--- src/hw/adr_params.svh ---
`ifndef ADR_PARAMS_SVH
`define ADR_PARAMS_SVH

// timing
`define ADR_CLK_NS 20
`define ADR_USEC_NS 1000
`define ADR_USEC_CYC (`ADR_USEC_NS / `ADR_CLK_NS)

// record layout and fixed contents
`define ADR_REC_LEN 5'd20
`define ADR_HEAD_LEN 5'd4
`define ADR_POS_STAMP 5'd16
`define ADR_POS_CHAN 8
`define ADR_MODINFO 8'h15
`define ADR_CHKIND 8'h71
`define ADR_DIAG_BITS_PER_CHANNEL 8'h08
`define ADR_SUM_RESET 8'h00

// access paths
`define ADR_RS_FULL 16'h0001
`define ADR_RS_HEAD 16'h0000
`define ADR_CAN_FULL 16'h2f01
`define ADR_CAN_HEAD 16'h2f00
`define ADR_ETH_INDEX 16'h5005
`define ADR_SX_FIRST 8'h02
`define ADR_SX_LAST 8'h11
`define ADR_SX_STAMP 8'h13

// coupler register offsets
`define ADR_OFF_CTRL 6'h00
`define ADR_OFF_REQ 6'h01
`define ADR_OFF_STAT 6'h02
`define ADR_OFF_PRIT 6'h03
`define ADR_OFF_DATA 6'h04
`define ADR_OFF_DATA_END 6'h08

// status field positions
`define ADR_ST_BUSY 0
`define ADR_ST_DONE 1
`define ADR_ST_ERR 2
`define ADR_ST_ACTIVE 3
`define ADR_ST_SEEN_IN 4
`define ADR_ST_SEEN_OUT 5
`define ADR_ST_PRIT 6

`endif

--- src/hw/adr_pkg.sv ---
`default_nettype none
package adr_pkg;
   typedef enum logic [1:0] {ADR_PATH_RECSET, ADR_PATH_CAN, ADR_PATH_ETH}
      adr_path_t;
   typedef enum logic {ADR_IDLE, ADR_SEND} adr_rd_st_t;

   typedef struct packed {
      logic [15:0] div;
      logic [31:0] tick;
      logic active;
      logic [15:0][7:0] snap;
      logic [31:0] dstamp;
      logic din;
      logic dout;
      logic prit_v;
      logic [15:0] prit_stamp;
      logic [1:0] upper;
      logic [1:0] lower;
      logic lost;
      adr_rd_st_t st;
      logic [4:0] pos;
      logic [4:0] last;
      logic err;
      logic [7:0] data;
   } adr_dev_state_t;

   typedef struct packed {
      logic diag_en;
      logic aw_h;
      logic [5:0] aw_a;
      logic w_h;
      logic [31:0] w_d;
      logic [3:0] w_s;
      logic bv;
      logic [1:0] br;
      logic rv;
      logic [1:0] rr;
      logic [31:0] rd;
      logic [31:0] req;
      logic req_v;
      logic busy;
      logic done;
      logic err;
      logic [4:0] cnt;
      logic [19:0][7:0] rbuf;
      logic act;
      logic seen_in;
      logic seen_out;
      logic pend;
      logic [15:0] pstamp;
      logic [3:0] plim;
   } adr_cpl_state_t;
endpackage
`default_nettype wire

--- src/hw/adr_link_if.sv ---
`default_nettype none
interface adr_link_if;
   logic diag_en;
   logic req_valid;
   logic req_ready;
   adr_pkg::adr_path_t req_path;
   logic [15:0] req_sel;
   logic [7:0] req_sub;
   logic rsp_valid;
   logic rsp_ready;
   logic [7:0] rsp_data;
   logic rsp_last;
   logic rsp_err;
   logic diag_in;
   logic diag_out;
   logic prit_valid;
   logic prit_ready;
   logic [15:0] prit_stamp;
   logic [1:0] prit_upper;
   logic [1:0] prit_lower;

   modport dev (
      input diag_en, req_valid, req_path, req_sel, req_sub, rsp_ready,
      input prit_ready,
      output req_ready, rsp_valid, rsp_data, rsp_last, rsp_err,
      output diag_in, diag_out, prit_valid, prit_stamp, prit_upper,
      output prit_lower
   );
   modport cpl (
      output diag_en, req_valid, req_path, req_sel, req_sub, rsp_ready,
      output prit_ready,
      input req_ready, rsp_valid, rsp_data, rsp_last, rsp_err,
      input diag_in, diag_out, prit_valid, prit_stamp, prit_upper,
      input prit_lower
   );
endinterface
`default_nettype wire

--- src/hw/adr_device.sv ---
// Functional notes
// [RULE1] 32-bit microsecond ticker, zero at reset, counts up
// [RULE2] ticker wraps from all ones to zero
// [RULE3] process interrupt captures ticker low 16 bits
// [RULE4] interrupt stamp holds only the low half
// [RULE5] diagnostic interrupts only when coupler enables them; the going interrupt of an active event is sent even with diag_en cleared
// [RULE6] diagnostic event: incoming interrupt, record offered
// [RULE7] cause gone: going interrupt without acknowledgement
// [RULE8] events between incoming and going are dropped
// [RULE9] fault lamp lit from incoming to going
// [RULE10] record set 01h full, 00h first four bytes
// [RULE11] index 2F01h full, 2F00h first four bytes
// [RULE12] index 5005h: one subindex per record entry
// [RULE13] summary bits 0,1,2: failure, internal, external
// [RULE14] summary bit 3: any channel error
// [RULE15] summary bit 4: auxiliary supply missing
// [RULE16] summary bit 7: parameterization error
// [RULE17] module info class 0101b, analog module
// [RULE18] module info bit 4: channel info follows
// [RULE19] extended bits 3,4,6: overflow, comm, lost
// [RULE20] ticker advances once per microsecond by divider
// [RULE21] reserved bits and bytes read zero
`include "adr_params.svh"
`default_nettype none
module adr_device #(
   parameter int USEC_CYC = `ADR_USEC_CYC,
   parameter int CHANS = 2
) (
   input wire logic aclk,
   input wire logic aresetn,
   adr_link_if.dev link,
   input wire logic module_fail,
   input wire logic internal_err,
   input wire logic external_err,
   input wire logic aux_missing,
   input wire logic param_err,
   input wire logic diag_buf_overflow,
   input wire logic comm_err,
   input wire logic [CHANS-1:0][7:0] chan_err,
   input wire logic prit_event,
   input wire logic [1:0] prit_upper,
   input wire logic [1:0] prit_lower,
   output logic module_fault_lamp
);
   if (USEC_CYC < 1 || USEC_CYC > 65536) begin : g_bad_usec
      $error("adr_device: USEC_CYC out of range");
   end
   if (CHANS < 1 || CHANS > 8) begin : g_bad_chans
      $error("adr_device: CHANS must be 1 to 8");
   end

   adr_pkg::adr_dev_state_t s_q;
   adr_pkg::adr_dev_state_t s_d;

   // one byte of the record: 16 live bytes, then the diagnostic stamp
   function automatic logic [7:0] rec_byte(
      input logic [15:0][7:0] snap,
      input logic [31:0] stamp,
      input logic [4:0] idx
   );
      logic [7:0] b;
      b = 8'h00;
      if (idx < `ADR_POS_STAMP)
         b = snap[idx[3:0]];
      else if (idx < `ADR_REC_LEN)
         b = stamp[8 * (idx - `ADR_POS_STAMP) +: 8];
      return b;
   endfunction

   logic [15:0][7:0] live;
   logic [7:0] grp;
   logic cause;
   logic ok;
   logic [4:0] first;
   logic [4:0] last;

   always_comb begin
      live = '0; // [RULE21]
      grp = 8'h00;
      for (int i = 0; i < CHANS; i++) begin
         grp[i] = |chan_err[i];
         live[`ADR_POS_CHAN + i] = chan_err[i];
      end
      live[0] = {param_err, // [RULE16]
                 2'b00, // [RULE21]
                 aux_missing, // [RULE15]
                 |grp, // [RULE14]
                 external_err, internal_err, module_fail}; // [RULE13]
      live[1] = `ADR_MODINFO; // [RULE17] [RULE18]
      live[3] = {1'b0, s_q.lost, 1'b0, comm_err, diag_buf_overflow,
                 3'b000}; // [RULE19]
      live[4] = `ADR_CHKIND;
      live[5] = `ADR_DIAG_BITS_PER_CHANNEL;
      live[6] = 8'(CHANS);
      live[7] = grp;
      cause = (|live[0]) | (|live[3]);
   end

   always_comb begin
      s_d = s_q;
      s_d.din = 1'b0;
      s_d.dout = 1'b0;
      ok = 1'b0;
      first = 5'd0;
      last = 5'd0;

      // microsecond ticker
      if (s_q.div == 16'(USEC_CYC - 1)) begin // [RULE20]
         s_d.div = 16'h0000;
         s_d.tick = s_q.tick + 32'h1; // [RULE1] [RULE2]
      end else begin
         s_d.div = s_q.div + 16'h1;
      end

      // diagnostic interrupt: record frozen while active
      if (!s_q.active) begin
         s_d.snap = live;
         if (link.diag_en && cause) begin // [RULE5]
            s_d.active = 1'b1; // [RULE9]
            s_d.din = 1'b1; // [RULE6]
            s_d.dstamp = s_q.tick;
         end
      end else if (!cause) begin
         s_d.active = 1'b0; // [RULE9]
         s_d.dout = 1'b1; // [RULE7]
      end
      // while active the snapshot stays, later events are not kept [RULE8]

      // process interrupt, held until the coupler takes it
      if (link.prit_valid && link.prit_ready)
         s_d.prit_v = 1'b0;
      if (prit_event) begin
         if (s_d.prit_v) begin
            s_d.lost = 1'b1; // [RULE19]
         end else begin
            s_d.prit_v = 1'b1;
            s_d.prit_stamp = s_q.tick[15:0]; // [RULE3] [RULE4]
            s_d.upper = prit_upper;
            s_d.lower = prit_lower;
            s_d.lost = 1'b0;
         end
      end

      // record read
      case (s_q.st)
         adr_pkg::ADR_IDLE: begin
            if (link.req_valid) begin
               case (link.req_path)
                  adr_pkg::ADR_PATH_RECSET: begin
                     if (link.req_sel == `ADR_RS_FULL) begin // [RULE10]
                        ok = 1'b1;
                        last = `ADR_REC_LEN - 5'd1;
                     end else if (link.req_sel == `ADR_RS_HEAD) begin
                        ok = 1'b1;
                        last = `ADR_HEAD_LEN - 5'd1;
                     end
                  end
                  adr_pkg::ADR_PATH_CAN: begin
                     if (link.req_sel == `ADR_CAN_FULL) begin // [RULE11]
                        ok = 1'b1;
                        last = `ADR_REC_LEN - 5'd1;
                     end else if (link.req_sel == `ADR_CAN_HEAD) begin
                        ok = 1'b1;
                        last = `ADR_HEAD_LEN - 5'd1;
                     end
                  end
                  adr_pkg::ADR_PATH_ETH: begin
                     if (link.req_sel == `ADR_ETH_INDEX) begin // [RULE12]
                        if (link.req_sub >= `ADR_SX_FIRST &&
                            link.req_sub <= `ADR_SX_LAST) begin
                           ok = 1'b1;
                           first = 5'(link.req_sub - `ADR_SX_FIRST);
                           last = first;
                        end else if (link.req_sub == `ADR_SX_STAMP) begin
                           ok = 1'b1;
                           first = `ADR_POS_STAMP;
                           last = `ADR_REC_LEN - 5'd1;
                        end
                     end
                  end
                  default: ok = 1'b0;
               endcase
               s_d.st = adr_pkg::ADR_SEND;
               s_d.err = !ok;
               s_d.pos = first;
               s_d.last = last;
               s_d.data = ok ? rec_byte(s_d.snap, s_d.dstamp, first) : 8'h00;
            end
         end
         adr_pkg::ADR_SEND: begin
            if (link.rsp_ready) begin
               if (s_q.err || s_q.pos == s_q.last) begin
                  s_d.st = adr_pkg::ADR_IDLE;
               end else begin
                  s_d.pos = s_q.pos + 5'd1;
                  s_d.data = rec_byte(s_q.snap, s_q.dstamp, s_d.pos);
               end
            end
         end
         default: s_d.st = adr_pkg::ADR_IDLE;
      endcase
   end

   always_ff @(posedge aclk) begin
      if (!aresetn)
         s_q <= '0; // [RULE1]
      else
         s_q <= s_d;
   end

   assign link.req_ready = s_q.st == adr_pkg::ADR_IDLE;
   assign link.rsp_valid = s_q.st == adr_pkg::ADR_SEND;
   assign link.rsp_data = s_q.data;
   assign link.rsp_last = s_q.err || s_q.pos == s_q.last;
   assign link.rsp_err = s_q.err;
   assign link.diag_in = s_q.din;
   assign link.diag_out = s_q.dout;
   assign link.prit_valid = s_q.prit_v;
   assign link.prit_stamp = s_q.prit_stamp;
   assign link.prit_upper = s_q.upper;
   assign link.prit_lower = s_q.lower;
   assign module_fault_lamp = s_q.active; // [RULE9]
endmodule
`default_nettype wire

--- src/flat_wrapper.sv ---
// flat-port wrapper written by rule: the top's interface ports become plain ports
module adr_device_flat 
#(
   parameter int USEC_CYC = `ADR_USEC_CYC,
   parameter int CHANS = 2
)
  (aclk, aresetn, module_fail, internal_err, external_err, aux_missing, param_err, diag_buf_overflow, comm_err, chan_err, prit_event, prit_upper, prit_lower, module_fault_lamp, link_diag_en, link_req_valid, link_req_path, link_req_sel, link_req_sub, link_rsp_ready, link_prit_ready, link_req_ready, link_rsp_valid, link_rsp_data, link_rsp_last, link_rsp_err, link_diag_in, link_diag_out, link_prit_valid, link_prit_stamp, link_prit_upper, link_prit_lower);
  adr_link_if link_i ();
  input wire logic aclk;
  input wire logic aresetn;
  input wire logic module_fail;
  input wire logic internal_err;
  input wire logic external_err;
  input wire logic aux_missing;
  input wire logic param_err;
  input wire logic diag_buf_overflow;
  input wire logic comm_err;
  input wire logic [CHANS-1:0][7:0] chan_err;
  input wire logic prit_event;
  input wire logic [1:0] prit_upper;
  input wire logic [1:0] prit_lower;
  output logic module_fault_lamp;
  input wire logic [$bits(link_i.diag_en)-1:0] link_diag_en;
  input wire logic [$bits(link_i.req_valid)-1:0] link_req_valid;
  input wire logic [$bits(link_i.req_path)-1:0] link_req_path;
  input wire logic [$bits(link_i.req_sel)-1:0] link_req_sel;
  input wire logic [$bits(link_i.req_sub)-1:0] link_req_sub;
  input wire logic [$bits(link_i.rsp_ready)-1:0] link_rsp_ready;
  input wire logic [$bits(link_i.prit_ready)-1:0] link_prit_ready;
  output wire logic [$bits(link_i.req_ready)-1:0] link_req_ready;
  output wire logic [$bits(link_i.rsp_valid)-1:0] link_rsp_valid;
  output wire logic [$bits(link_i.rsp_data)-1:0] link_rsp_data;
  output wire logic [$bits(link_i.rsp_last)-1:0] link_rsp_last;
  output wire logic [$bits(link_i.rsp_err)-1:0] link_rsp_err;
  output wire logic [$bits(link_i.diag_in)-1:0] link_diag_in;
  output wire logic [$bits(link_i.diag_out)-1:0] link_diag_out;
  output wire logic [$bits(link_i.prit_valid)-1:0] link_prit_valid;
  output wire logic [$bits(link_i.prit_stamp)-1:0] link_prit_stamp;
  output wire logic [$bits(link_i.prit_upper)-1:0] link_prit_upper;
  output wire logic [$bits(link_i.prit_lower)-1:0] link_prit_lower;
  assign link_i.diag_en = link_diag_en;
  assign link_i.req_valid = link_req_valid;
  assign link_i.req_path = link_req_path;
  assign link_i.req_sel = link_req_sel;
  assign link_i.req_sub = link_req_sub;
  assign link_i.rsp_ready = link_rsp_ready;
  assign link_i.prit_ready = link_prit_ready;
  assign link_req_ready = link_i.req_ready;
  assign link_rsp_valid = link_i.rsp_valid;
  assign link_rsp_data = link_i.rsp_data;
  assign link_rsp_last = link_i.rsp_last;
  assign link_rsp_err = link_i.rsp_err;
  assign link_diag_in = link_i.diag_in;
  assign link_diag_out = link_i.diag_out;
  assign link_prit_valid = link_i.prit_valid;
  assign link_prit_stamp = link_i.prit_stamp;
  assign link_prit_upper = link_i.prit_upper;
  assign link_prit_lower = link_i.prit_lower;
  adr_device #(.USEC_CYC(USEC_CYC), .CHANS(CHANS)) u_core (.aclk(aclk), .aresetn(aresetn), .link(link_i), .module_fail(module_fail), .internal_err(internal_err), .external_err(external_err), .aux_missing(aux_missing), .param_err(param_err), .diag_buf_overflow(diag_buf_overflow), .comm_err(comm_err), .chan_err(chan_err), .prit_event(prit_event), .prit_upper(prit_upper), .prit_lower(prit_lower), .module_fault_lamp(module_fault_lamp));
endmodule
--- config.mk ---
export PLATFORM = sky130hd
export DESIGN_NAME = adr_device_flat
export DESIGN_NICKNAME = d
export VERILOG_FILES = /design/src/hw/adr_pkg.sv /design/src/hw/adr_link_if.sv /design/src/hw/adr_device.sv /design/src/flat_wrapper.sv
export VERILOG_INCLUDE_DIRS = /design/src /design/src/hw
export SDC_FILE = /design/constraint.sdc
export NUM_CORES = 1
export LEC_CHECK = 0
export CAP_MARGIN = 20
export CELL_PAD_IN_SITES_DETAIL_PLACEMENT = 1
export CELL_PAD_IN_SITES_GLOBAL_PLACEMENT = 1
export CORE_ASPECT_RATIO = 0.9
export CORE_MARGIN = 4
export CORE_UTILIZATION = 49
export DETAILED_ROUTE_END_ITERATION = 10
export DONT_BUFFER_PORTS = 1
export GPL_TIMING_DRIVEN = 0
export PLACE_DENSITY_LB_ADDON = 0.1
export SLEW_MARGIN = 20
export SYNTH_ARGS = -nofsm -noshare
export SYNTH_HDL_FRONTEND = slang
export SYNTH_SLANG_ARGS = --single-unit
--- constraint.sdc ---
create_clock -name aclk -period 3.7 [get_ports aclk]
set_input_delay 0.555 -clock aclk [delete_from_list [all_inputs] [get_ports aclk]]
set_output_delay 0.555 -clock aclk [all_outputs]
set_load 0.05 [all_outputs]
==> results of run 1 <==
registers in the layout, summed over array words and instances, names as in the netlist:
name                      cells
u_core.s_q                  218
u_core.module_fault_lamp      1
u_core.link.prit_stamp       16
u_core.live                   1
u_core.link.prit_valid        1
u_core.link.prit_upper        2
u_core.link.prit_lower        2
u_core.link.diag_out          1
u_core.link.rsp_valid         1
u_core.link.rsp_err           1
u_core.link.rsp_data          8
u_core.link.diag_in           1
repair_timing:
item / 4_1_cts / 5_1_grt
gates cloned: 0 / 0
resized for setup: 5 / 9
hold buffers: 0 / 0
pin swaps: 0 / 1
setup endpoints to repair: 44 / 36
power by group:
group / total [W] / switching, W / leakage (nW) / internal [W]
registers: 0.00283 / 0.0000576 / 2.05 / 0.00277
logic: 0.000524 / 0.000367 / 2.63 / 0.000157
clock network: 0.00302 / 0.00119 / 0.499 / 0.00183
layer usage:
metal | vias to the layer above | track usage [%]
met3 | 136 | 9.32
met5 | - | 0
met1 | 5393 | 44.1
li1 | 4782 | -
met2 | 605 | 46.5
met4 | 0 | 11.3
path summary, 6_finish.rpt:
kind | start | slack (ns) | to | cells after the start
worst min register to register | u_core.link.prit_stamp[13] | 0.46 | u_core.link.prit_stamp[13] | 2
worst max register to register | u_core.s_q[15] | 0.003 | u_core.link.rsp_data[6] | 10
worst max-delay path | u_core.s_q[15] | 0.003 | u_core.link.rsp_data[6] | 10
worst min-delay path | chan_err[15] | 0.14 | u_core.s_q[155] | 2
per-stage QoR:
| step | hold WS (ns) | utilization, % |
|---|---|---|
| 2_1_floorplan | 0.432 | - |
| 3_3_place_gp | 0.443 | 51.4 |
| 3_5_place_dp | 0.450 | 51.5 |
| 4_1_cts | 0.131 | 55.7 |
| 5_1_grt | 0.137 | 55.8 |
| 6_report | 0.140 | 55.8 |
kinds of logic after synthesis:
logic type	after synthesis	synth area share (%)
AO/OA/AOI/OAI	230	12.2
XOR/XNOR	44	3.19
multiplexers	117	15.1
flip-flops	253	41.9
AND/OR/NAND/NOR	524	21.7
adder cells (fa/ha/maj)	5	0.518
buffers and inverters	137	5.26
cells in the mapped netlist, types with 10 or more instances:
master,instances
nand3_1,31
o21ai_0,31
and2_1,16
a31oi_1,13
a311oi_1,10
a21oi_1,87
or3_1,13
a211oi_1,16
mux4_2,52
mux2i_1,59
nor4_1,12
nor2_1,105
dfxtp_1,253
buf_2,10
nor3_1,25
buf_4,29
xnor2_1,24
xor2_1,20
and3_1,106
clkbuf_1,69
inv_1,21
nand2_1,167
layout make-up:
| cell class | instances | area share (%) |
|---|---|---|
| buffer | 116 | 4.19 |
| clock buffer | 41 | 6.35 |
| tap | 308 | 2.85 |
| sequential | 253 | 37.4 |
| clock inverter | 11 | 1.19 |
| multi-input combinational | 920 | 47.4 |
| inverter | 21 | 0.582 |
| timing repair buffer | 1 | 0.0832 |
cell usage in the layout (no fill, tap or decap), types with 20 or more instances in the layout:
cell type	n
dfxtp_1	253
nand2_1	167
and3_1	106
nor2_1	104
a21oi_1	87
clkbuf_1	65
mux2i_1	59
mux4_2	52
nand3_1	31
o21ai_0	31
buf_4	29
clkbuf_16	28
nor3_1	25
xnor2_1	23
inv_1	21
xor2_1	20
==> results.json, run 1 <==
{
  "gp_congestion": 0.981,
  "finalPower_w": 0.00637,
  "syn_nets": 1375,
  "dpl.hpwl_um": 32200,
  "antenna_found_initial": 0,
  "nets": 1406,
  "cp_num_buf_inv": 2,
  "layout-drive-gt1-share_pct": 12.7,
  "skew_ns": 0.0172,
  "postLayoutCellArea_um2": 13500,
  "dp_cells": 1619,
  "maxCapViolCount": 0,
  "peakVddDrop_v": 0.000373,
  "yosysWarningCount": 0,
  "htree_levels": 1,
  "leakage_nw": 5.18,
  "grt_pass1_wl_um": 66500,
  "met2_length_um": 18000,
  "synth_area_per_cell_um2": 9.22,
  "fill_cells": 2785,
  "dr_wl_met3_um": 4920,
  "synth_area_um2": 12100,
  "port_buffers": 0,
  "clockRootBuffer": "clkbuf_16",
  "rsz0062_at_grt": "no",
  "fin_ws_ns": 0.00273,
  "drt_drc_violations_left": 0,
  "synth_edf_count": 0,
  "top_layer": "met4",
  "crit_arrival_ns": 4.18,
  "post-place-ws_ns": -0.295,
  "synth_top_cell_area_share_pct": 41.9,
  "cp_data_required_time_ns": 4.18,
  "cp_slowest_cell": "buf_1",
  "async_flop_share_pct": 0,
  "slew_viol_final": 0,
  "fp.dieH_um": 157,
  "rows": 54,
  "worst-setup-path-type": "reg2reg",
  "grt_use_total_pct": 31.5,
  "fp.dieArea_um2": 27200,
  "timing.fmax_mhz": 270,
  "outcome": "finished, final reports clean",
  "fin_crit_sh_pct": 99.9,
  "synth-seq-area-share_pct": 41.9,
  "cts_sinks": 253,
  "path_clk_slew_ns": 0.06,
  "cts_tree": "yes",
  "finalHoldViolations": 0,
  "post_cts_buffers": 0,
  "grt_pass1_vias": 10867,
  "yosysUniqueCellTypes": 68,
  "tns_ns": 0,
  "syn_to_final_growth_pct": 12.1,
  "synth_top_area_cell": "dfxtp_1",
  "dpl_cell_area_um2": 12500,
  "maxSlewHeadroom_pct": 20.2,
  "cp-start-kind": "register",
  "core_um2": 24300,
  "multiInputGateArea_um2": 6410,
  "min_period_ns": 3.70,
  "regArea_um2": 5060,
  "p_per_area_nw_per_um2": 470,
  "worstMarginPinSlew_ns": 1.19,
  "die_w_um": 173,
  "drtIter0Drc": 1067,
  "ys_ff_latch": 253,
  "ios": 96,
  "routed_wl_um": 43800,
  "worst_hold_path_type": "in2reg",
  "syn_inst": 1310,
  "drt-pass1-iter-count": 5,
  "slowest_delay_ns": 0.74,
  "grt_overflow": 0,
  "initial_core_util_pct": 49.8,
  "setup_violations": 0,
  "ys_top_cells_by_area": "dfxtp_1 42%, mux4_2 9.7%, and3_1 5.5%, nand2_1 5.2%, mux2i_1 4.9%",
  "synth_ff_type": "dfxtp_1",
  "endpoint_kind": "register",
  "numCtsBuffers": 28,
  "clk_latency_ns": 0.56,
  "crit_family": "buffers and inverters",
  "grt_start_max_net_pins": 15,
  "antenna_left": 0,
  "antenna_cells": 0,
  "worstPathMaxFanout": 10,
  "clock_path_buffers": 3,
  "wl_per_cell_um": 26.2,
  "m1WireLength_um": 19000,
  "dr_total_vias": 10916,
  "crit_chain": "ha_1 -> buf_1 -> buf_1 -> mux4_2 -> nand2_1 -> a31oi_1 -> a22oi_1 -> nor4_1 -> a31oi_1 -> o21ai_1",
  "viasPerCell": 6.53,
  "stdcell_count": 1671
}
Note: power is estimated with default switching activity, not from simulation.
==> run 2: changes to the inputs <==
--- a/config.mk
+++ b/config.mk
@@ -18,2 +18,3 @@
 export PLACE_DENSITY_LB_ADDON = 0.1
+export SKIP_LAST_GASP = 1
 export SLEW_MARGIN = 20
==> constraint.sdc (replaced) <==
create_clock -name aclk -period 3.7 [get_ports aclk]
set_input_delay 0.185 -clock aclk [delete_from_list [all_inputs] [get_ports aclk]]
set_output_delay 0.185 -clock aclk [all_outputs]
set_load 0.05 [all_outputs]
==> run 2 against run 1 <==
Effect of this change: combinational power up 6.7%; wire length up 1.8%; maximum frequency up 0.49%; cell count up 1.9%; power up 0.61%; global-route usage up 0.66 points; critical path type unchanged; largest power group unchanged.
==> results.json, run 2 (same netlist as run 1, synthesis figures left out) <==
{
  "outcome": "finished, final reports clean",
  "leakage_nw": 5.32,
  "skew_ns": 0.0147,
  "syn_to_final_growth_pct": 14.7,
  "wl_per_cell_um": 26.2,
  "reg2reg_slack_ns": 0.02,
  "timing.fmax_mhz": 272,
  "htree_levels": 1,
  "nets": 1437,
  "worstMarginPinSlew_ns": 1.29,
  "regMostFlops": "u_core.s_q",
  "ios": 96,
  "grt_use_total_pct": 32.1,
  "endpoint": "u_core.link.rsp_data[6]",
  "fp.dieH_um": 157,
  "clockRootBuffer": "clkbuf_16",
  "port_buffers": 0,
  "antenna_cells": 0,
  "maxCapViolCount": 0,
  "r2r-end": "u_core.link.rsp_data[6]",
  "gp_congestion": 0.981,
  "worst_hold_path_type": "in2reg",
  "p_per_area_nw_per_um2": 463,
  "fill_cells": 2767,
  "startpoint": "u_core.s_q[15]",
  "antenna_found_initial": 0,
  "cts_tree": "yes",
  "fp.dieArea_um2": 27200,
  "dpl.hpwl_um": 32200,
  "peakVddDrop_v": 0.000371,
  "routed_wl_um": 44600,
  "cp-start-kind": "register",
  "mostFrequentLayoutCells": "253 x dfxtp_1, 167 x nand2_1, 106 x and3_1",
  "fin_ws_ns": 0.0208,
  "drt-pass1-iter-count": 6,
  "viasPerCell": 6.49,
  "hold_start": "link_req_sel[7]",
  "drtIter0Drc": 1373,
  "endpoint_kind": "register",
  "final_util_pct": 57.1,
  "core_um2": 24300,
  "setup_violations": 0,
  "fin_crit_sh_pct": 99.4,
  "grt_start_max_net_pins": 15,
  "rsz0062_at_grt": "no",
  "die_w_um": 173,
  "maxSlewHeadroom_pct": 13.2,
  "min_period_ns": 3.68,
  "rr_worst_depth": 10,
  "post-place-ws_ns": -0.295,
  "rows": 54,
  "grt_pass1_wl_um": 68300,
  "drt_drc_violations_left": 0,
  "largest_reg_flops": 218,
  "crit_arrival_ns": 4.16,
  "finalHoldViolations": 0,
  "worstPathMaxFanout": 10,
  "slew_viol_final": 0,
  "cp_data_required_time_ns": 4.19,
  "grt_overflow": 0,
  "path_clk_slew_ns": 0.06,
  "dr_total_vias": 11049,
  "r2r_start": "u_core.s_q[15]",
  "initial_core_util_pct": 49.8,
  "worst-setup-path-type": "reg2reg",
  "cts_sinks": 253,
  "holdWs_ns": 0.0146,
  "layout-drive-gt1-share_pct": 12.4,
  "clk_latency_ns": 0.56,
  "final_common_cell": "dfxtp_1",
  "clock_path_buffers": 3,
  "antenna_left": 0,
  "numCtsBuffers": 28,
  "grt_pass1_vias": 11091
}
run 2: cell types whose count changed in the layout (fill, tap and decap cells not counted), sizes merged:
cell	delta
dlygate4sd3	+31
run 2: critical path, stage by stage (launching register included):
cell,delay (ns)
dfxtp_1,0.36
ha_1,0.47
buf_1,0.74
buf_1,0.71
mux4_2,0.39
nand2_1,0.06
a31oi_1,0.22
a22oi_1,0.11
nor4_1,0.36
a31oi_1,0.08
o21ai_1,0.10
run 2: worst min-delay path by stage:
stage	end	slack, ns	depth (start not counted)
final	u_core.s_q[13]	0.01	4
after global routing	u_core.s_q[132]	0.03	3
after CTS	u_core.s_q[132]	0.0002	3
after detailed placement	u_core.link.prit_valid	0.32	2
after global placement	u_core.link.prit_valid	0.32	2
after floorplan	u_core.link.prit_valid	0.31	2
run 2: repair_timing:
item	in CTS	in global routing
buffers inserted	0	0
setup endpoints to repair	43	37
hold buffers	31	0
cloned	0	0
pin swaps	0	1
gates resized for setup	5	9
endpoints found under the hold margin	32	0
run 2: metrics by stage:
stage	total power, W	cells	TNS, ns	area (um^2)
floorplan	0.00321	1310	0	12100
global route	0.00659	1702	0	13800
global placement	0.00338	1618	-4.95	12500
finish	0.00641	1702	0	13800
detailed placement	0.00339	1619	-5.05	12500
CTS	0.00640	1702	0	13800
run 2: layout make-up:
type / instances / area (um^2) / share of cell area [%]
inverters: 21 / 78.8 / 0.569
clock inverters: 11 / 161 / 1.17
well taps: 308 / 385 / 2.78
flip-flops and latches: 253 / 5060 / 36.6
repair buffers: 32 / 322 / 2.32
plain buffers: 116 / 567 / 4.09
clock buffers: 41 / 860 / 6.21
multi-input cells: 920 / 6410 / 46.3
run 2: per-layer routing:
layer | global-route usage [%] | share of wire, %
met1 | 46.0 | 43
met2 | 48.4 | 42
met3 | 7.71 | 11
met4 | 10.1 | 4.1
met5 | 0 | 0
run 2: report_power, final:
group          total, W  switching (W)  internal [W]  leakage (nW)
sequential      0.00283      0.0000583       0.00277          2.05
clock           0.00302        0.00119       0.00183         0.499
combinational  0.000559       0.000380      0.000179          2.77
total           0.00641        0.00163       0.00478          5.32
==> run 3: changes to the inputs <==
CELL_PAD_IN_SITES_GLOBAL_PLACEMENT = 2   (was 1)
CORE_UTILIZATION = 40   (was 49)
RECOVER_POWER = 25   (was unset)
==> run 3 against run 2 <==
Effect of this change: sequential cell count unchanged; count of clock-buffer cells in the layout unchanged; global-route usage decreased by 4.4 points; non-clock buffer count is 3 higher; worst setup slack improved by 0.080 ns; first-iteration DRC count is 28% lower; clock skew shrank 0.0037 ns; combinational power barely moved.
==> results.json, run 3 (same netlist as run 1, synthesis figures left out) <==
{
  "outcome": "finished, final reports clean",
  "skew_ns": 0.0110,
  "crit_family": "simple AND/OR/NAND/NOR gates",
  "finalHoldViolations": 0,
  "timing.fmax_mhz": 278,
  "leakage_nw": 5.17,
  "gp_congestion": 0.939,
  "reg2reg_slack_ns": 0.10,
  "maxSlewHeadroom_pct": 16.4,
  "p_per_area_nw_per_um2": 455,
  "largest_reg_flops": 218,
  "grt_use_total_pct": 27.8,
  "min_period_ns": 3.60,
  "cp_num_buf_inv": 3,
  "mostFrequentLayoutCells": "253 x dfxtp_1, 167 x nand2_1, 106 x and3_1",
  "grt_pass1_vias": 10704,
  "viasPerCell": 5.98,
  "grt_overflow": 0,
  "r2r_start": "u_core.module_fault_lamp",
  "dr_total_vias": 10776,
  "endpoint_kind": "register",
  "multiInputGateArea_um2": 6410,
  "port_buffers": 0,
  "fill_cells": 3462,
  "ios": 96,
  "grt_start_max_net_pins": 15,
  "cts_sinks": 253,
  "antenna_cells": 0,
  "core_um2": 29800,
  "rows": 60,
  "final_util_pct": 46.5,
  "clk_latency_ns": 0.56,
  "cp_num_cells": 8,
  "regArea_um2": 5060,
  "rr_worst_depth": 7,
  "post_cts_buffers": 0,
  "initial_core_util_pct": 40.5,
  "maxCapViolCount": 0,
  "drt_drc_violations_left": 0,
  "cp-start-kind": "input pin",
  "drtIter0Drc": 995,
  "worstMarginPinSlew_ns": 1.24,
  "numCtsBuffers": 29,
  "m1WireLength_um": 21600,
  "tns_ns": 0,
  "fp.dieH_um": 173,
  "final_common_cell": "dfxtp_1",
  "dr_wl_met3_um": 4540,
  "peakVddDrop_v": 0.000338,
  "worst-setup-path-type": "in2reg",
  "drt-pass1-iter-count": 5,
  "r2r-end": "u_core.s_q[141]",
  "rsz0062_at_grt": "no",
  "nets": 1441,
  "startpoint": "chan_err[8]",
  "clockRootBuffer": "clkbuf_16",
  "worstPathMaxFanout": 10,
  "cp_slowest_cell": "o31ai_4",
  "regMostFlops": "u_core.s_q",
  "crit_arrival_ns": 4.05,
  "layout-drive-gt1-share_pct": 10.3,
  "crit_chain": "dlygate4sd3_1 -> nor4_1 -> nand4_1 -> o31ai_4 -> buf_2 -> clkbuf_1 -> nor2_1 -> a31o_2",
  "worst_hold_path_type": "in2reg",
  "grt_pass1_wl_um": 70100,
  "cts_tree": "yes",
  "clock_path_buffers": 3,
  "fin_crit_sh_pct": 97.3,
  "wl_per_cell_um": 25.9,
  "top_layer": "met4",
  "setup_violations": 0,
  "dpl.hpwl_um": 34300,
  "stdcell_count": 1801,
  "fp.dieArea_um2": 33000,
  "slew_viol_final": 0,
  "cp_data_required_time_ns": 4.15,
  "path_clk_slew_ns": 0.06,
  "met2_length_um": 19300,
  "antenna_left": 0,
  "dp_cells": 1714,
  "die_w_um": 191,
  "antenna_found_initial": 0,
  "slowest_delay_ns": 0.72,
  "syn_to_final_growth_pct": 14.7,
  "htree_levels": 1,
  "holdWs_ns": 0.00141,
  "endpoint": "u_core.module_fault_lamp",
  "routed_wl_um": 46700
}
-- run 3: stage by stage --
step           setup WS, ns  instance area [um^2]  total power [W]
2_1_floorplan          1.01                 12100          0.00321
3_5_place_dp         -0.450                 12600          0.00341
4_1_cts            -0.00852                 13900          0.00634
6_report              0.101                 13900          0.00630
5_1_grt             0.00289                 13900          0.00650
3_3_place_gp         -0.421                 12600          0.00340
-- run 3: area by class of cell --
cell class | count | area share [%]
Sequential cell | 253 | 36.6
Inverter | 21 | 0.569
Multi-Input combinational cell | 920 | 46.3
Timing Repair Buffer | 36 | 2.61
Clock buffer | 41 | 6.07
Tap cell | 403 | 3.64
Clock inverter | 12 | 0.867
Buffer | 115 | 3.43
-- run 3: repair_timing --
item	4_1_cts	5_1_grt
hold buffers	35	0
setup endpoints to repair	54	34
hold endpoints to repair	35	0
gates resized for setup	7	9
-- run 3: power breakdown --
part / leakage [nW] / total [W] / internal [W] / switching [W]
clock: 0.478 / 0.00291 / 0.00172 / 0.00120
sequential: 2.05 / 0.00283 / 0.00277 / 0.0000587
combinational: 2.65 / 0.000561 / 0.000179 / 0.000383
-- run 3: worst min path at each step --
stage / from / to / slack [ns] / cells after the start
after floorplan: prit_event / u_core.link.prit_valid / 0.31 / 2
after global placement: prit_event / u_core.link.prit_valid / 0.32 / 2
after detailed placement: prit_event / u_core.link.prit_valid / 0.33 / 2
after CTS: internal_err / u_core.s_q[77] / 0.004 / 3
after global routing: chan_err[12] / u_core.s_q[133] / 0.006 / 4
final: chan_err[12] / u_core.s_q[133] / 0.001 / 4
-- run 3: worst reg2reg max path, delay by kind of cell (launching register included) --
kind,cells,cell delay (ns)
buffers and inverters,5,2.44
flip-flops,1,0.68
multiplexers,1,0.28
AND/OR/NAND/NOR,1,0.06
-- run 3: routing by layer --
layer  vias to the layer above  global-route usage [%]
met5                         -                       0
met1                      5350                    41.9
met3                        87                    6.76
li1                       4855                       -
met4                         0                    6.46
met2                       484                    40.2
